### src/inc/spf_map.svh
// Purpose: Register map, field positions and codes of the serial frame datapath.
// Assumes: 32-bit classic Wishbone, byte addresses.
// Notes:   Definitions only.
`ifndef SPF_MAP_SVH
`define SPF_MAP_SVH

// ----------------------------------------
// Register byte addresses
// ----------------------------------------
`define SPF_ADR_RXCTL 8'h00
`define SPF_ADR_TXCTL 8'h04
`define SPF_ADR_STAT  8'h08
`define SPF_ADR_RXDAT 8'h0C
`define SPF_ADR_TXDAT 8'h10

// ----------------------------------------
// Control register fields
// ----------------------------------------
`define SPF_CTL_W     25
`define SPF_CTL_RST   25'h0000000
`define SPF_F_PHASE   0
`define SPF_F_CNT1    7:1
`define SPF_F_CNT2    14:8
`define SPF_F_BITS1   17:15
`define SPF_F_BITS2   20:18
`define SPF_F_DLY     22:21
`define SPF_F_FSP     23
`define SPF_F_CKP     24

// ----------------------------------------
// Status register fields
// ----------------------------------------
`define SPF_ST_RECEIVE_READY_FLAG   0
`define SPF_ST_TRDY   1
`define SPF_ST_RACT   2
`define SPF_ST_TACT   3

// ----------------------------------------
// Element length codes and lengths
// ----------------------------------------
`define SPF_WL_8      3'h0
`define SPF_WL_12     3'h1
`define SPF_WL_16     3'h2
`define SPF_WL_20     3'h3
`define SPF_WL_24     3'h4
`define SPF_WL_32     3'h5
`define SPF_LEN_8     6'h08
`define SPF_LEN_12    6'h0C
`define SPF_LEN_16    6'h10
`define SPF_LEN_20    6'h14
`define SPF_LEN_24    6'h18
`define SPF_LEN_32    6'h20
`define SPF_LEN_ONE   6'h01
`define SPF_LEN_TWO   6'h02

// ----------------------------------------
// Data delay codes
// ----------------------------------------
`define SPF_DLY_0     2'h0
`define SPF_DLY_1     2'h1
`define SPF_DLY_2     2'h2

`endif

### src/inc/spf_pkg.sv
// Purpose: Types of the serial frame datapath.
// Assumes: spf_map.svh holds the numbers.
// Notes:   Wait states count down the data delay.
`include "spf_map.svh"

package spf_pkg;
  typedef logic [31:0]            spf_word_t;
  typedef logic [`SPF_CTL_W-1:0]  spf_ctl_t;
  typedef logic [5:0]             spf_len_t;

  // Gray along TWO -> ONE -> NONE
  typedef enum logic [1:0] {
    SPF_WAIT_NONE = 2'h0,
    SPF_WAIT_ONE  = 2'h1,
    SPF_WAIT_TWO  = 2'h3
  } spf_wait_e;

  typedef struct packed {
    logic       ph;
    logic [6:0] elem;
    logic [4:0] bitn;
  } spf_pos_s;
endpackage : spf_pkg

### src/verilog/spf_datapath.sv
// Purpose: Frame-level receive and transmit datapath of a synchronous serial port.
// Assumes: Bit clocks and syncs arrive asynchronously and far slower than clk_i.
// Notes:   Bit clocks are sampled by clk_i, never used as clocks.
// Function
// - Element count 1..128 per phase
// - Count field n means n+1 elements
// - Phase bit selects single or dual phase
// - Length codes 8, 16, 20, 32 bits
// - Codes 12/24 bits; phase two length used only in dual phase
// - Separate delay 0, 1 or 2 bits
// - Frame start is first active sync cycle
// - Sync recognised only on rising transition
// - Zero delay samples on detection edge
// - Zero delay drives first bit at once
// - Two-bit delay skips framing bit
// - Framing slot left undriven on transmit
// - Back-to-back frames without gap
// - Sync detected on falling edge, then shift; transmit at zero delay detects the sync transition itself
// - Shifter to buffer only when buffer free
// - Receive ready set on next falling edge
// - Reading receive data clears ready
// - Transmit shifter driven out after delay
// - Transmit ready set on next falling edge
// - Writing transmit data clears ready
// - Syncs as often as frame bit count
// - One access per element, any length
// - Polarity bits at zero: normal edges
//
// Decided for this implementation: the register addresses and the Wishbone interface to the registers.
`include "spf_map.svh"

module spf_datapath (
  input  wire logic             clk_i,                  // System clock
  input  wire logic             rst_i,                  // Sync reset, high
  input  wire logic [7:0]       wb_adr_i,               // Byte address
  input  wire spf_pkg::spf_word_t wb_dat_i,             // Write data
  input  wire logic             wb_we_i,                // Write enable
  input  wire logic [3:0]       wb_sel_i,               // Byte lanes
  input  wire logic             wb_cyc_i,               // Cycle
  input  wire logic             wb_stb_i,               // Strobe
  output spf_pkg::spf_word_t    wb_dat_o,               // Read data
  output logic                  wb_ack_o,               // Acknowledge
  input  wire logic             receive_bit_clock_i,    // Receive bit clock
  input  wire logic             receive_frame_sync_i,   // Receive sync
  input  wire logic             serial_data_in_i,       // Receive data
  input  wire logic             transmit_bit_clock_i,   // Transmit bit clock
  input  wire logic             transmit_frame_sync_i,  // Transmit sync
  output logic                  serial_data_out_o,      // Transmit data
  output logic                  serial_data_out_oe_o    // Drive enable
);
  import spf_pkg::*;

  // ----------------------------------------
  // Helpers
  // ----------------------------------------
  function automatic spf_len_t elen(input logic [2:0] code);
    case (code)
      `SPF_WL_8:  elen = `SPF_LEN_8;
      `SPF_WL_12: elen = `SPF_LEN_12;
      `SPF_WL_16: elen = `SPF_LEN_16;
      `SPF_WL_20: elen = `SPF_LEN_20;
      `SPF_WL_24: elen = `SPF_LEN_24;
      default:    elen = `SPF_LEN_32;  // Reserved codes undefined
    endcase
  endfunction : elen

  function automatic spf_len_t pos_len(input spf_ctl_t c, input logic ph);
    pos_len = elen(ph ? c[`SPF_F_BITS2] : c[`SPF_F_BITS1]);
  endfunction : pos_len

  function automatic logic [6:0] pos_cnt(input spf_ctl_t c, input logic ph);
    pos_cnt = ph ? c[`SPF_F_CNT2] : c[`SPF_F_CNT1];
  endfunction : pos_cnt

  // Next bit position; wraps to zero after the frame's last bit
  function automatic spf_pos_s pos_step(input spf_pos_s p, input logic lb,
                                        input logic le, input logic lp);
    pos_step = p;
    if (!lb) begin
      pos_step.bitn = p.bitn + 5'h01;
    end else if (!le) begin
      pos_step.bitn = 5'h00;
      pos_step.elem = p.elem + 7'h01;
    end else if (!lp) begin
      pos_step = '{ph: 1'b1, elem: 7'h00, bitn: 5'h00};
    end else begin
      pos_step = '0;
    end
  endfunction : pos_step

  function automatic spf_wait_e wait_of(input logic [1:0] d);
    case (d)
      `SPF_DLY_1: wait_of = SPF_WAIT_ONE;
      `SPF_DLY_2: wait_of = SPF_WAIT_TWO;
      default:    wait_of = SPF_WAIT_NONE;
    endcase
  endfunction : wait_of

  function automatic spf_word_t merge(input spf_word_t o, input spf_word_t n,
                                      input logic [3:0] s);
    merge = o;
    for (int i = 0; i < 4; i++) begin
      if (s[i]) begin
        merge[i*8 +: 8] = n[i*8 +: 8];
      end
    end
  endfunction : merge

  // ----------------------------------------
  // Pin synchronisers
  // ----------------------------------------
  // Stage 0 feeds stage 1 only; stage 2 is the previous value for edges
  logic [2:0] rck_s;
  logic [2:0] rfs_s;
  logic [1:0] rdi_s;
  logic [2:0] tck_s;
  logic [2:0] tfs_s;

  always_ff @(posedge clk_i) begin
    if (rst_i) begin
      rck_s <= 3'h0;
      rfs_s <= 3'h0;
      rdi_s <= 2'h0;
      tck_s <= 3'h0;
      tfs_s <= 3'h0;
    end else begin
      rck_s <= {rck_s[1:0], receive_bit_clock_i};
      rfs_s <= {rfs_s[1:0], receive_frame_sync_i};
      rdi_s <= {rdi_s[0], serial_data_in_i};
      tck_s <= {tck_s[1:0], transmit_bit_clock_i};
      tfs_s <= {tfs_s[1:0], transmit_frame_sync_i};
    end
  end

  // ----------------------------------------
  // Registers and bus decode
  // ----------------------------------------
  spf_ctl_t  rx_ctl_reg;
  spf_ctl_t  tx_ctl_reg;
  spf_word_t r_dat_reg;
  spf_word_t t_dat_reg;
  logic      r_rdy_reg;
  logic      t_rdy_reg;
  logic      r_act_reg;
  logic      t_act_reg;
  logic      wb_ack_reg;
  spf_word_t wb_dat_reg;

  wire        wb_hit  = wb_cyc_i & wb_stb_i & ~wb_ack_reg;
  wire        wb_wr   = wb_hit & wb_we_i;
  wire        wb_rd   = wb_hit & ~wb_we_i;
  wire        a_rxctl = wb_adr_i == `SPF_ADR_RXCTL;
  wire        a_txctl = wb_adr_i == `SPF_ADR_TXCTL;
  wire        a_stat  = wb_adr_i == `SPF_ADR_STAT;
  wire        a_rxdat = wb_adr_i == `SPF_ADR_RXDAT;
  wire        a_txdat = wb_adr_i == `SPF_ADR_TXDAT;
  wire        rd_rxd  = wb_rd & a_rxdat;
  wire        wr_txd  = wb_wr & a_txdat;
  wire [31:0] ctl_rx_w = merge({7'h00, rx_ctl_reg}, wb_dat_i, wb_sel_i);
  wire [31:0] ctl_tx_w = merge({7'h00, tx_ctl_reg}, wb_dat_i, wb_sel_i);
  wire [31:0] stat_w   = {28'h0000000, t_act_reg, r_act_reg, t_rdy_reg, r_rdy_reg};

  // Unmapped addresses read zero and ignore writes
  wire spf_word_t rd_mux =
      a_rxctl ? {7'h00, rx_ctl_reg} :
      a_txctl ? {7'h00, tx_ctl_reg} :
      a_stat  ? stat_w :
      a_rxdat ? r_dat_reg :
      a_txdat ? t_dat_reg : 32'h00000000;

  always_ff @(posedge clk_i) begin
    if (rst_i) begin
      wb_ack_reg <= 1'b0;
      wb_dat_reg <= 32'h00000000;
      rx_ctl_reg <= `SPF_CTL_RST;
      tx_ctl_reg <= `SPF_CTL_RST;
      t_dat_reg  <= 32'h00000000;
    end else begin
      wb_ack_reg <= wb_hit;
      wb_dat_reg <= wb_rd ? rd_mux : 32'h00000000;
      if (wb_wr && a_rxctl) begin
        rx_ctl_reg <= ctl_rx_w[`SPF_CTL_W-1:0];
      end
      if (wb_wr && a_txctl) begin
        tx_ctl_reg <= ctl_tx_w[`SPF_CTL_W-1:0];
      end
      if (wr_txd) begin
        t_dat_reg <= merge(t_dat_reg, wb_dat_i, wb_sel_i);
      end
    end
  end

  assign wb_ack_o = wb_ack_reg;
  assign wb_dat_o = wb_dat_reg;

  // ----------------------------------------
  // Receive clock, sync and position
  // ----------------------------------------
  spf_wait_e r_wait_reg;
  spf_pos_s  r_pos_reg;
  logic      r_fsp_reg;
  logic      r_cpy_reg;
  logic      r_full_reg;
  logic      r_pend_reg;
  spf_word_t r_sh_reg;
  spf_word_t r_buf_reg;

  wire [1:0] r_dly   = rx_ctl_reg[`SPF_F_DLY];
  wire       r_ck    = rck_s[1] ^ rx_ctl_reg[`SPF_F_CKP];
  wire       r_ck_d  = rck_s[2] ^ rx_ctl_reg[`SPF_F_CKP];
  wire       r_fall  = r_ck_d & ~r_ck;
  wire       r_rise  = ~r_ck_d & r_ck;
  wire       r_fs    = rfs_s[1] ^ rx_ctl_reg[`SPF_F_FSP];
  wire       r_start = r_fall & r_fs & ~r_fsp_reg;
  wire spf_len_t r_len = pos_len(rx_ctl_reg, r_pos_reg.ph);
  wire       r_lb    = r_pos_reg.bitn == 5'(r_len - `SPF_LEN_ONE);
  wire       r_le    = r_pos_reg.elem == pos_cnt(rx_ctl_reg, r_pos_reg.ph);
  wire       r_lp    = r_pos_reg.ph | ~rx_ctl_reg[`SPF_F_PHASE];
  wire       r_fend  = r_lb & r_le & r_lp;
  // Zero delay: the detection edge itself carries bit one
  wire       r_take  = r_fall & (r_act_reg |
                       (r_start ? (r_dly == `SPF_DLY_0)
                                : (r_wait_reg == SPF_WAIT_ONE)));
  wire       r_act_n = (r_start & (r_dly == `SPF_DLY_0)) |
                       (~r_start & (r_wait_reg == SPF_WAIT_ONE)) |
                       (r_act_reg & ~(r_take & r_fend));
  wire       r_mv    = r_full_reg & ~r_rdy_reg & ~r_pend_reg;

  always_ff @(posedge clk_i) begin
    if (rst_i) begin
      r_fsp_reg  <= 1'b0;
      r_wait_reg <= SPF_WAIT_NONE;
      r_act_reg  <= 1'b0;
      r_pos_reg  <= '0;
      r_sh_reg   <= 32'h00000000;
    end else if (r_fall) begin
      r_fsp_reg  <= r_fs;
      r_act_reg  <= r_act_n;
      if (r_start) begin
        r_wait_reg <= wait_of(r_dly);
      end else if (r_wait_reg == SPF_WAIT_TWO) begin
        r_wait_reg <= SPF_WAIT_ONE;    // Framing bit dropped here
      end else begin
        r_wait_reg <= SPF_WAIT_NONE;
      end
      if (r_take) begin
        r_pos_reg <= pos_step(r_pos_reg, r_lb, r_le, r_lp);
        // Fresh element starts from zero so short words read zero-filled
        r_sh_reg  <= (r_pos_reg.bitn == 5'h00) ? {31'h00000000, rdi_s[1]}
                                               : {r_sh_reg[30:0], rdi_s[1]};
      end
    end
  end

  // ----------------------------------------
  // Receive buffer chain and ready flag
  // ----------------------------------------
  always_ff @(posedge clk_i) begin
    if (rst_i) begin
      r_cpy_reg  <= 1'b0;
      r_full_reg <= 1'b0;
      r_buf_reg  <= 32'h00000000;
      r_pend_reg <= 1'b0;
      r_dat_reg  <= 32'h00000000;
      r_rdy_reg  <= 1'b0;
    end else begin
      if (r_take && r_lb) begin
        r_cpy_reg <= 1'b1;
      end else if (r_rise) begin
        r_cpy_reg <= 1'b0;
      end
      // A full buffer loses the new element rather than its old one
      if (r_rise && r_cpy_reg && !r_full_reg) begin
        r_buf_reg  <= r_sh_reg;
        r_full_reg <= 1'b1;
      end else if (r_mv) begin
        r_full_reg <= 1'b0;
      end
      if (r_mv) begin
        r_dat_reg  <= r_buf_reg;
        r_pend_reg <= 1'b1;
      end else if (r_fall) begin
        r_pend_reg <= 1'b0;
      end
      if (r_fall && r_pend_reg) begin
        r_rdy_reg <= 1'b1;
      end else if (rd_rxd) begin
        r_rdy_reg <= 1'b0;
      end
    end
  end

  // ----------------------------------------
  // Transmit clock, sync and position
  // ----------------------------------------
  spf_wait_e t_wait_reg;
  spf_pos_s  t_pos_reg;
  logic      t_fsp_reg;
  logic      t_pend_reg;
  spf_word_t t_sh_reg;
  logic      t_do_reg;
  logic      t_oe_reg;

  wire [1:0] t_dly   = tx_ctl_reg[`SPF_F_DLY];
  wire       t_dly0  = t_dly == `SPF_DLY_0;
  wire       t_ck    = tck_s[1] ^ tx_ctl_reg[`SPF_F_CKP];
  wire       t_ck_d  = tck_s[2] ^ tx_ctl_reg[`SPF_F_CKP];
  wire       t_fall  = t_ck_d & ~t_ck;
  wire       t_rise  = ~t_ck_d & t_ck;
  wire       t_fs    = tfs_s[1] ^ tx_ctl_reg[`SPF_F_FSP];
  wire       t_fs_d  = tfs_s[2] ^ tx_ctl_reg[`SPF_F_FSP];
  // Zero delay reacts to the sync itself, not to a clock edge
  wire       t_start = t_dly0 ? (t_fs & ~t_fs_d)
                              : (t_fall & t_fs & ~t_fsp_reg);
  wire spf_len_t t_len = pos_len(tx_ctl_reg, t_pos_reg.ph);
  wire       t_lb    = t_pos_reg.bitn == 5'(t_len - `SPF_LEN_ONE);
  wire       t_le    = t_pos_reg.elem == pos_cnt(tx_ctl_reg, t_pos_reg.ph);
  wire       t_lp    = t_pos_reg.ph | ~tx_ctl_reg[`SPF_F_PHASE];
  wire       t_fend  = t_lb & t_le & t_lp;
  wire       t_adv   = t_rise & t_act_reg;
  wire       t_begin = (t_start & t_dly0) |
                       (t_rise & (t_wait_reg == SPF_WAIT_ONE));
  wire       t_load  = t_begin | (t_adv & t_lb & ~t_fend);
  wire spf_pos_s t_pos_n = t_adv ? pos_step(t_pos_reg, t_lb, t_le, t_lp) : t_pos_reg;
  wire spf_len_t t_ld_len = pos_len(tx_ctl_reg, t_pos_n.ph);
  wire       t_act_n = t_begin | (t_act_reg & ~(t_adv & t_fend));

  always_ff @(posedge clk_i) begin
    if (rst_i) begin
      t_fsp_reg  <= 1'b0;
      t_wait_reg <= SPF_WAIT_NONE;
      t_pos_reg  <= '0;
      t_act_reg  <= 1'b0;
    end else begin
      if (t_fall) begin
        t_fsp_reg <= t_fs;
      end
      if (t_start && !t_dly0) begin
        t_wait_reg <= wait_of(t_dly);
      end else if (t_rise && t_wait_reg == SPF_WAIT_TWO) begin
        t_wait_reg <= SPF_WAIT_ONE;
      end else if (t_rise) begin
        t_wait_reg <= SPF_WAIT_NONE;
      end
      t_pos_reg <= t_pos_n;
      t_act_reg <= t_act_n;
    end
  end

  // ----------------------------------------
  // Transmit shifter, pin and ready flag
  // ----------------------------------------
  // Pin is released whenever no data bit is due, framing slot included
  always_ff @(posedge clk_i) begin
    if (rst_i) begin
      t_sh_reg   <= 32'h00000000;
      t_do_reg   <= 1'b0;
      t_oe_reg   <= 1'b0;
      t_pend_reg <= 1'b0;
      t_rdy_reg  <= 1'b1;
    end else begin
      t_oe_reg <= t_act_n;
      if (t_load) begin
        t_sh_reg <= t_dat_reg;
        t_do_reg <= t_dat_reg[5'(t_ld_len - `SPF_LEN_ONE)];
      end else if (t_adv) begin
        t_sh_reg <= {t_sh_reg[30:0], 1'b0};
        t_do_reg <= t_sh_reg[5'(t_len - `SPF_LEN_TWO)];
      end
      if (t_load) begin
        t_pend_reg <= 1'b1;
      end else if (t_fall) begin
        t_pend_reg <= 1'b0;
      end
      if (t_fall && t_pend_reg) begin
        t_rdy_reg <= 1'b1;
      end else if (wr_txd) begin
        t_rdy_reg <= 1'b0;
      end
    end
  end

  assign serial_data_out_o    = t_do_reg;
  assign serial_data_out_oe_o = t_oe_reg;
endmodule : spf_datapath

### config.mk
export PLATFORM = sky130hd
export DESIGN_NAME = spf_datapath
export DESIGN_NICKNAME = d
export VERILOG_FILES = /design/src/inc/spf_pkg.sv /design/src/verilog/spf_datapath.sv
export VERILOG_INCLUDE_DIRS = /design/src /design/src/inc
export SDC_FILE = /design/constraint.sdc
export NUM_CORES = 1
export LEC_CHECK = 0
export ABC_AREA = 0
export BUFFER_PORTS_ARGS = -buffer_cell sky130_fd_sc_hd__buf_4
export CAP_MARGIN = 20
export CORE_ASPECT_RATIO = 2
export CORE_MARGIN = 5
export CORE_UTILIZATION = 60
export CTS_CLUSTER_SIZE = 14
export DETAILED_ROUTE_END_ITERATION = 12
export GPL_TIMING_DRIVEN = 0
export PLACE_DENSITY_LB_ADDON = 0.15
export RECOVER_POWER = 50
export SLEW_MARGIN = 20
export SYNTH_ARGS = -nofsm -noshare
export SYNTH_HDL_FRONTEND = slang
export SYNTH_SLANG_ARGS = --single-unit
### constraint.sdc
create_clock -name clk_i -period 4.6 [get_ports clk_i]
set_input_delay 0.46 -clock clk_i [delete_from_list [all_inputs] [get_ports clk_i]]
set_output_delay 0.46 -clock clk_i [all_outputs]
set_load 0.01 [all_outputs]
==> impl_metrics.json <==
{
  "via_count": 10190,
  "grt_pass1_wl_mm": 53.30,
  "max_slew_margin_pct": -9.531,
  "cpLargestDelayFamily": "adder cells",
  "syn_area_um2": 11940,
  "drc": 0,
  "diodes": 0,
  "grt_max_degree": 15,
  "wl_mm": 34.33,
  "hpwl_mm": 26.48,
  "viasPerCell": 5.823,
  "power_uw": 4757,
  "power_leakage_uw": 0.004459,
  "whs_ns": 0.1385,
  "yosys_warnings": 0,
  "cp-startpoint": "t_pos_reg[12]",
  "nNetsFinal": 1541,
  "rsz0062_at_grt": "false",
  "crit_path_start_kind": "flop",
  "violations": "capacitance limit, slew limit",
  "cts_tree": "yes",
  "layout-drive-gt1-share_pct": 7.397,
  "crit_fanout": 10,
  "fmax_ghz": 0.2244,
  "netlist_top_cells_area": "dfxtp_1, mux2i_1, nand2_1, a21oi_1, nor2_1",
  "synth_enable_flop_cells": 0,
  "overflow": 0,
  "reg2reg_depth": 14,
  "cts-root-buf": "clkbuf_16",
  "yosysUniqueCellTypes": 46,
  "multi_input_area_um2": 5599,
  "slew_violations": 9,
  "crit_cells": 14,
  "synthToLayoutAreaGrowth_pct": 13.20,
  "die_x_um": 109.8,
  "grt_pass1_vias": 10200,
  "initial_utilization_pct": 60.52,
  "worstPathArrival_ns": 4.85,
  "hp-class": "primary input to flop",
  "portBuffers": 86,
  "track_usage_pct": 30.07,
  "end_kind": "flop",
  "crit_type": "flop to flop",
  "drtIter0Drc": 696,
  "dr.pass1.iters": 6,
  "r2r_end": "serial_data_out_o",
  "die_h_um": 209.5,
  "clock_skew_ns": 0.01930,
  "clk_pin_slew_ns": 0.07,
  "synthArstFlopShare_pct": 0,
  "antenna_left": 0,
  "syn_nets": 1426,
  "crit_chain": "buf_2 > a21oi_2 > ha_1 > xor2_1 > nand4_1 > nor3b_1 > buf_2 > nand2_1 > o21ai_0 > mux2i_1 > ha_1 > mux4_2 > mux2i_1 > a211oi_1",
  "finalCritPeriodShare_pct": 96.88,
  "max_stage_delay_ns": 0.59,
  "synth.yosys.seq_area_share_pct": 49.63,
  "syn-instance-count": 1361,
  "regToRegSetupSlack_ns": 0.14,
  "synthFlopType": "dfxtp_1",
  "ys_seq_elements": 296,
  "synth_area_per_cell_um2": 8.773,
  "fp.dieArea_um2": 22990,
  "rows": 73,
  "h-tree-depth": 1,
  "avgRoutedWirePerCell_um": 19.63,
  "crit_end": "serial_data_out_o",
  "crit_slowest_cell": "mux4_2",
  "vdd_drop_max_uv": 359.5,
  "r2r_start": "t_pos_reg[12]",
  "fillers": 1735,
  "antenna_found_initial": 0,
  "min_period_ns": 4.456,
  "critPathBufInv": 2,
  "hold_viol": 0,
  "crit_required_ns": 4.99,
  "clkLatencyLatePin_ns": 0.54,
  "setup_tns_ns": 0,
  "finalSetupViolCount": 0,
  "cts.path.max_buffers": 3,
  "clkSinkCount": 296,
  "io_pins": 89,
  "core_um2": 19730,
  "cts_made_buffers": 26,
  "maxCapViolCount": 1,
  "yosysTopAreaCellShare_pct": 49.63,
  "tightest_slew_ns": 1.633,
  "yosys.area.top_type": "dfxtp_1",
  "post_cts_buffers": 0,
  "gp_congestion": 1.007,
  "powerDensity_nw_per_um2": 351.9,
  "seq_area_um2": 5926,
  "status": "finished with violations"
}
[synthesized netlist by cell type (2+ instances only)]
cell	n
nand3b_1	3
nand2b_1	3
mux2_2	4
xor2_1	21
ha_1	11
and3_1	4
a311oi_1	30
nor2_1	163
a22oi_1	51
nor4_1	3
a222oi_1	4
or4_1	2
nor3_1	11
xnor2_1	21
or2_2	3
a22o_1	4
mux2i_1	110
or3_1	3
nor2b_1	22
a211oi_1	6
o21ai_0	12
nor3b_1	3
a21oi_1	138
clkbuf_1	82
nand3_1	34
dfxtp_1	296
buf_2	4
nor2_2	6
nand4_1	12
nand2_1	257
and2_1	2
inv_1	18
mux4_2	4
a21o_1	2
[layout by cell type, fill, tap and decap left out, types with 4 or more instances in the layout]
cell type / synthesis / routed
nand2_1: 257 / 257
buf_4: 0 / 50
nor2_2: 6 / 6
a22o_1: 4 / 4
mux2i_1: 110 / 110
xnor2_1: 21 / 21
dfxtp_1: 296 / 296
a222oi_1: 4 / 4
xor2_1: 21 / 21
clkbuf_16: 0 / 27
mux4_2: 4 / 4
nor2_1: 163 / 163
a211oi_1: 6 / 7
ha_1: 11 / 11
a21oi_1: 138 / 137
mux2_2: 4 / 4
inv_1: 18 / 18
nand4_1: 12 / 12
buf_2: 4 / 4
nor2b_1: 22 / 22
o21ai_0: 12 / 12
clkbuf_1: 82 / 125
and3_1: 4 / 4
a22oi_1: 51 / 51
nand3_1: 34 / 34
nor3_1: 11 / 11
a311oi_1: 30 / 30
[area by class of cell]
type                    instances  share of cell area (%)
inverters                      18                  0.4999
flip-flops and latches        296                   43.84
clock inverters                 4                  0.1759
well taps                     262                   2.425
repair buffers                 87                   3.832
multi-input cells             960                   41.42
clock buffers                  35                   5.295
plain buffers                  87                   2.509
[through the flow]
stage / worst slack (ns) / utilization (%) / cell area, µm² / instances
CTS: 0.003491 / 69.20 / 13650 / 1748
global placement: 0.04547 / 65.46 / 12910 / 1709
global route: 0.01903 / 68.51 / 13520 / 1749
finish: 0.1437 / 68.51 / 13520 / 1749
detailed placement: 0.005510 / 65.46 / 12910 / 1709
floorplan: 1.101 / - / 11940 / 1361
[cells by family (layout without fill, tap and decap cells)]
kind of cell	Yosys count	in the layout	synth area share, %
simple gates	537	537	19.09
buf+inv	105	231	3.406
mux	118	118	10.35
fa+ha+maj	11	11	1.153
compound gates	252	252	13.29
xor+xnor	42	42	3.081
flops	296	296	49.63
[where the power goes]
group,switching [µW],total [µW],internal (µW)
Sequential,13.3,2600,2580
Combinational,108,167,59.2
Clock,914,1990,1080
[timing repair]
item | CTS | global route
setup endpoints to repair | 0 | 1
gates resized for setup | 0 | 1
hold buffers | 0 | 0
[per-layer routing]
layer / GRT usage (%) / vias up / part of all wire [%]
li1: - / 4882 / -
met1: 30.82 / 4819 / 35
met5: 0 / - / 0
met2: 54.65 / 347 / 52
met4: 20.40 / 0 / 7.6
met3: 3.970 / 137 / 4.9
[how the worst min path moves through the flow]
stage,from,slack (ns),cells after the start,endpoint
4_1_cts,receive_bit_clock_i,0.13,2,rck_s[0]
5_1_grt,receive_bit_clock_i,0.15,2,rck_s[0]
3_3_place_gp,tfs_s[0],0.42,1,tfs_s[1]
2_1_floorplan,rck_s[0],0.41,1,rck_s[1]
6_report,receive_frame_sync_i,0.14,2,rfs_s[0]
3_5_place_dp,tck_s[0],0.42,1,tck_s[1]
Power figures use the tool's default switching activity.
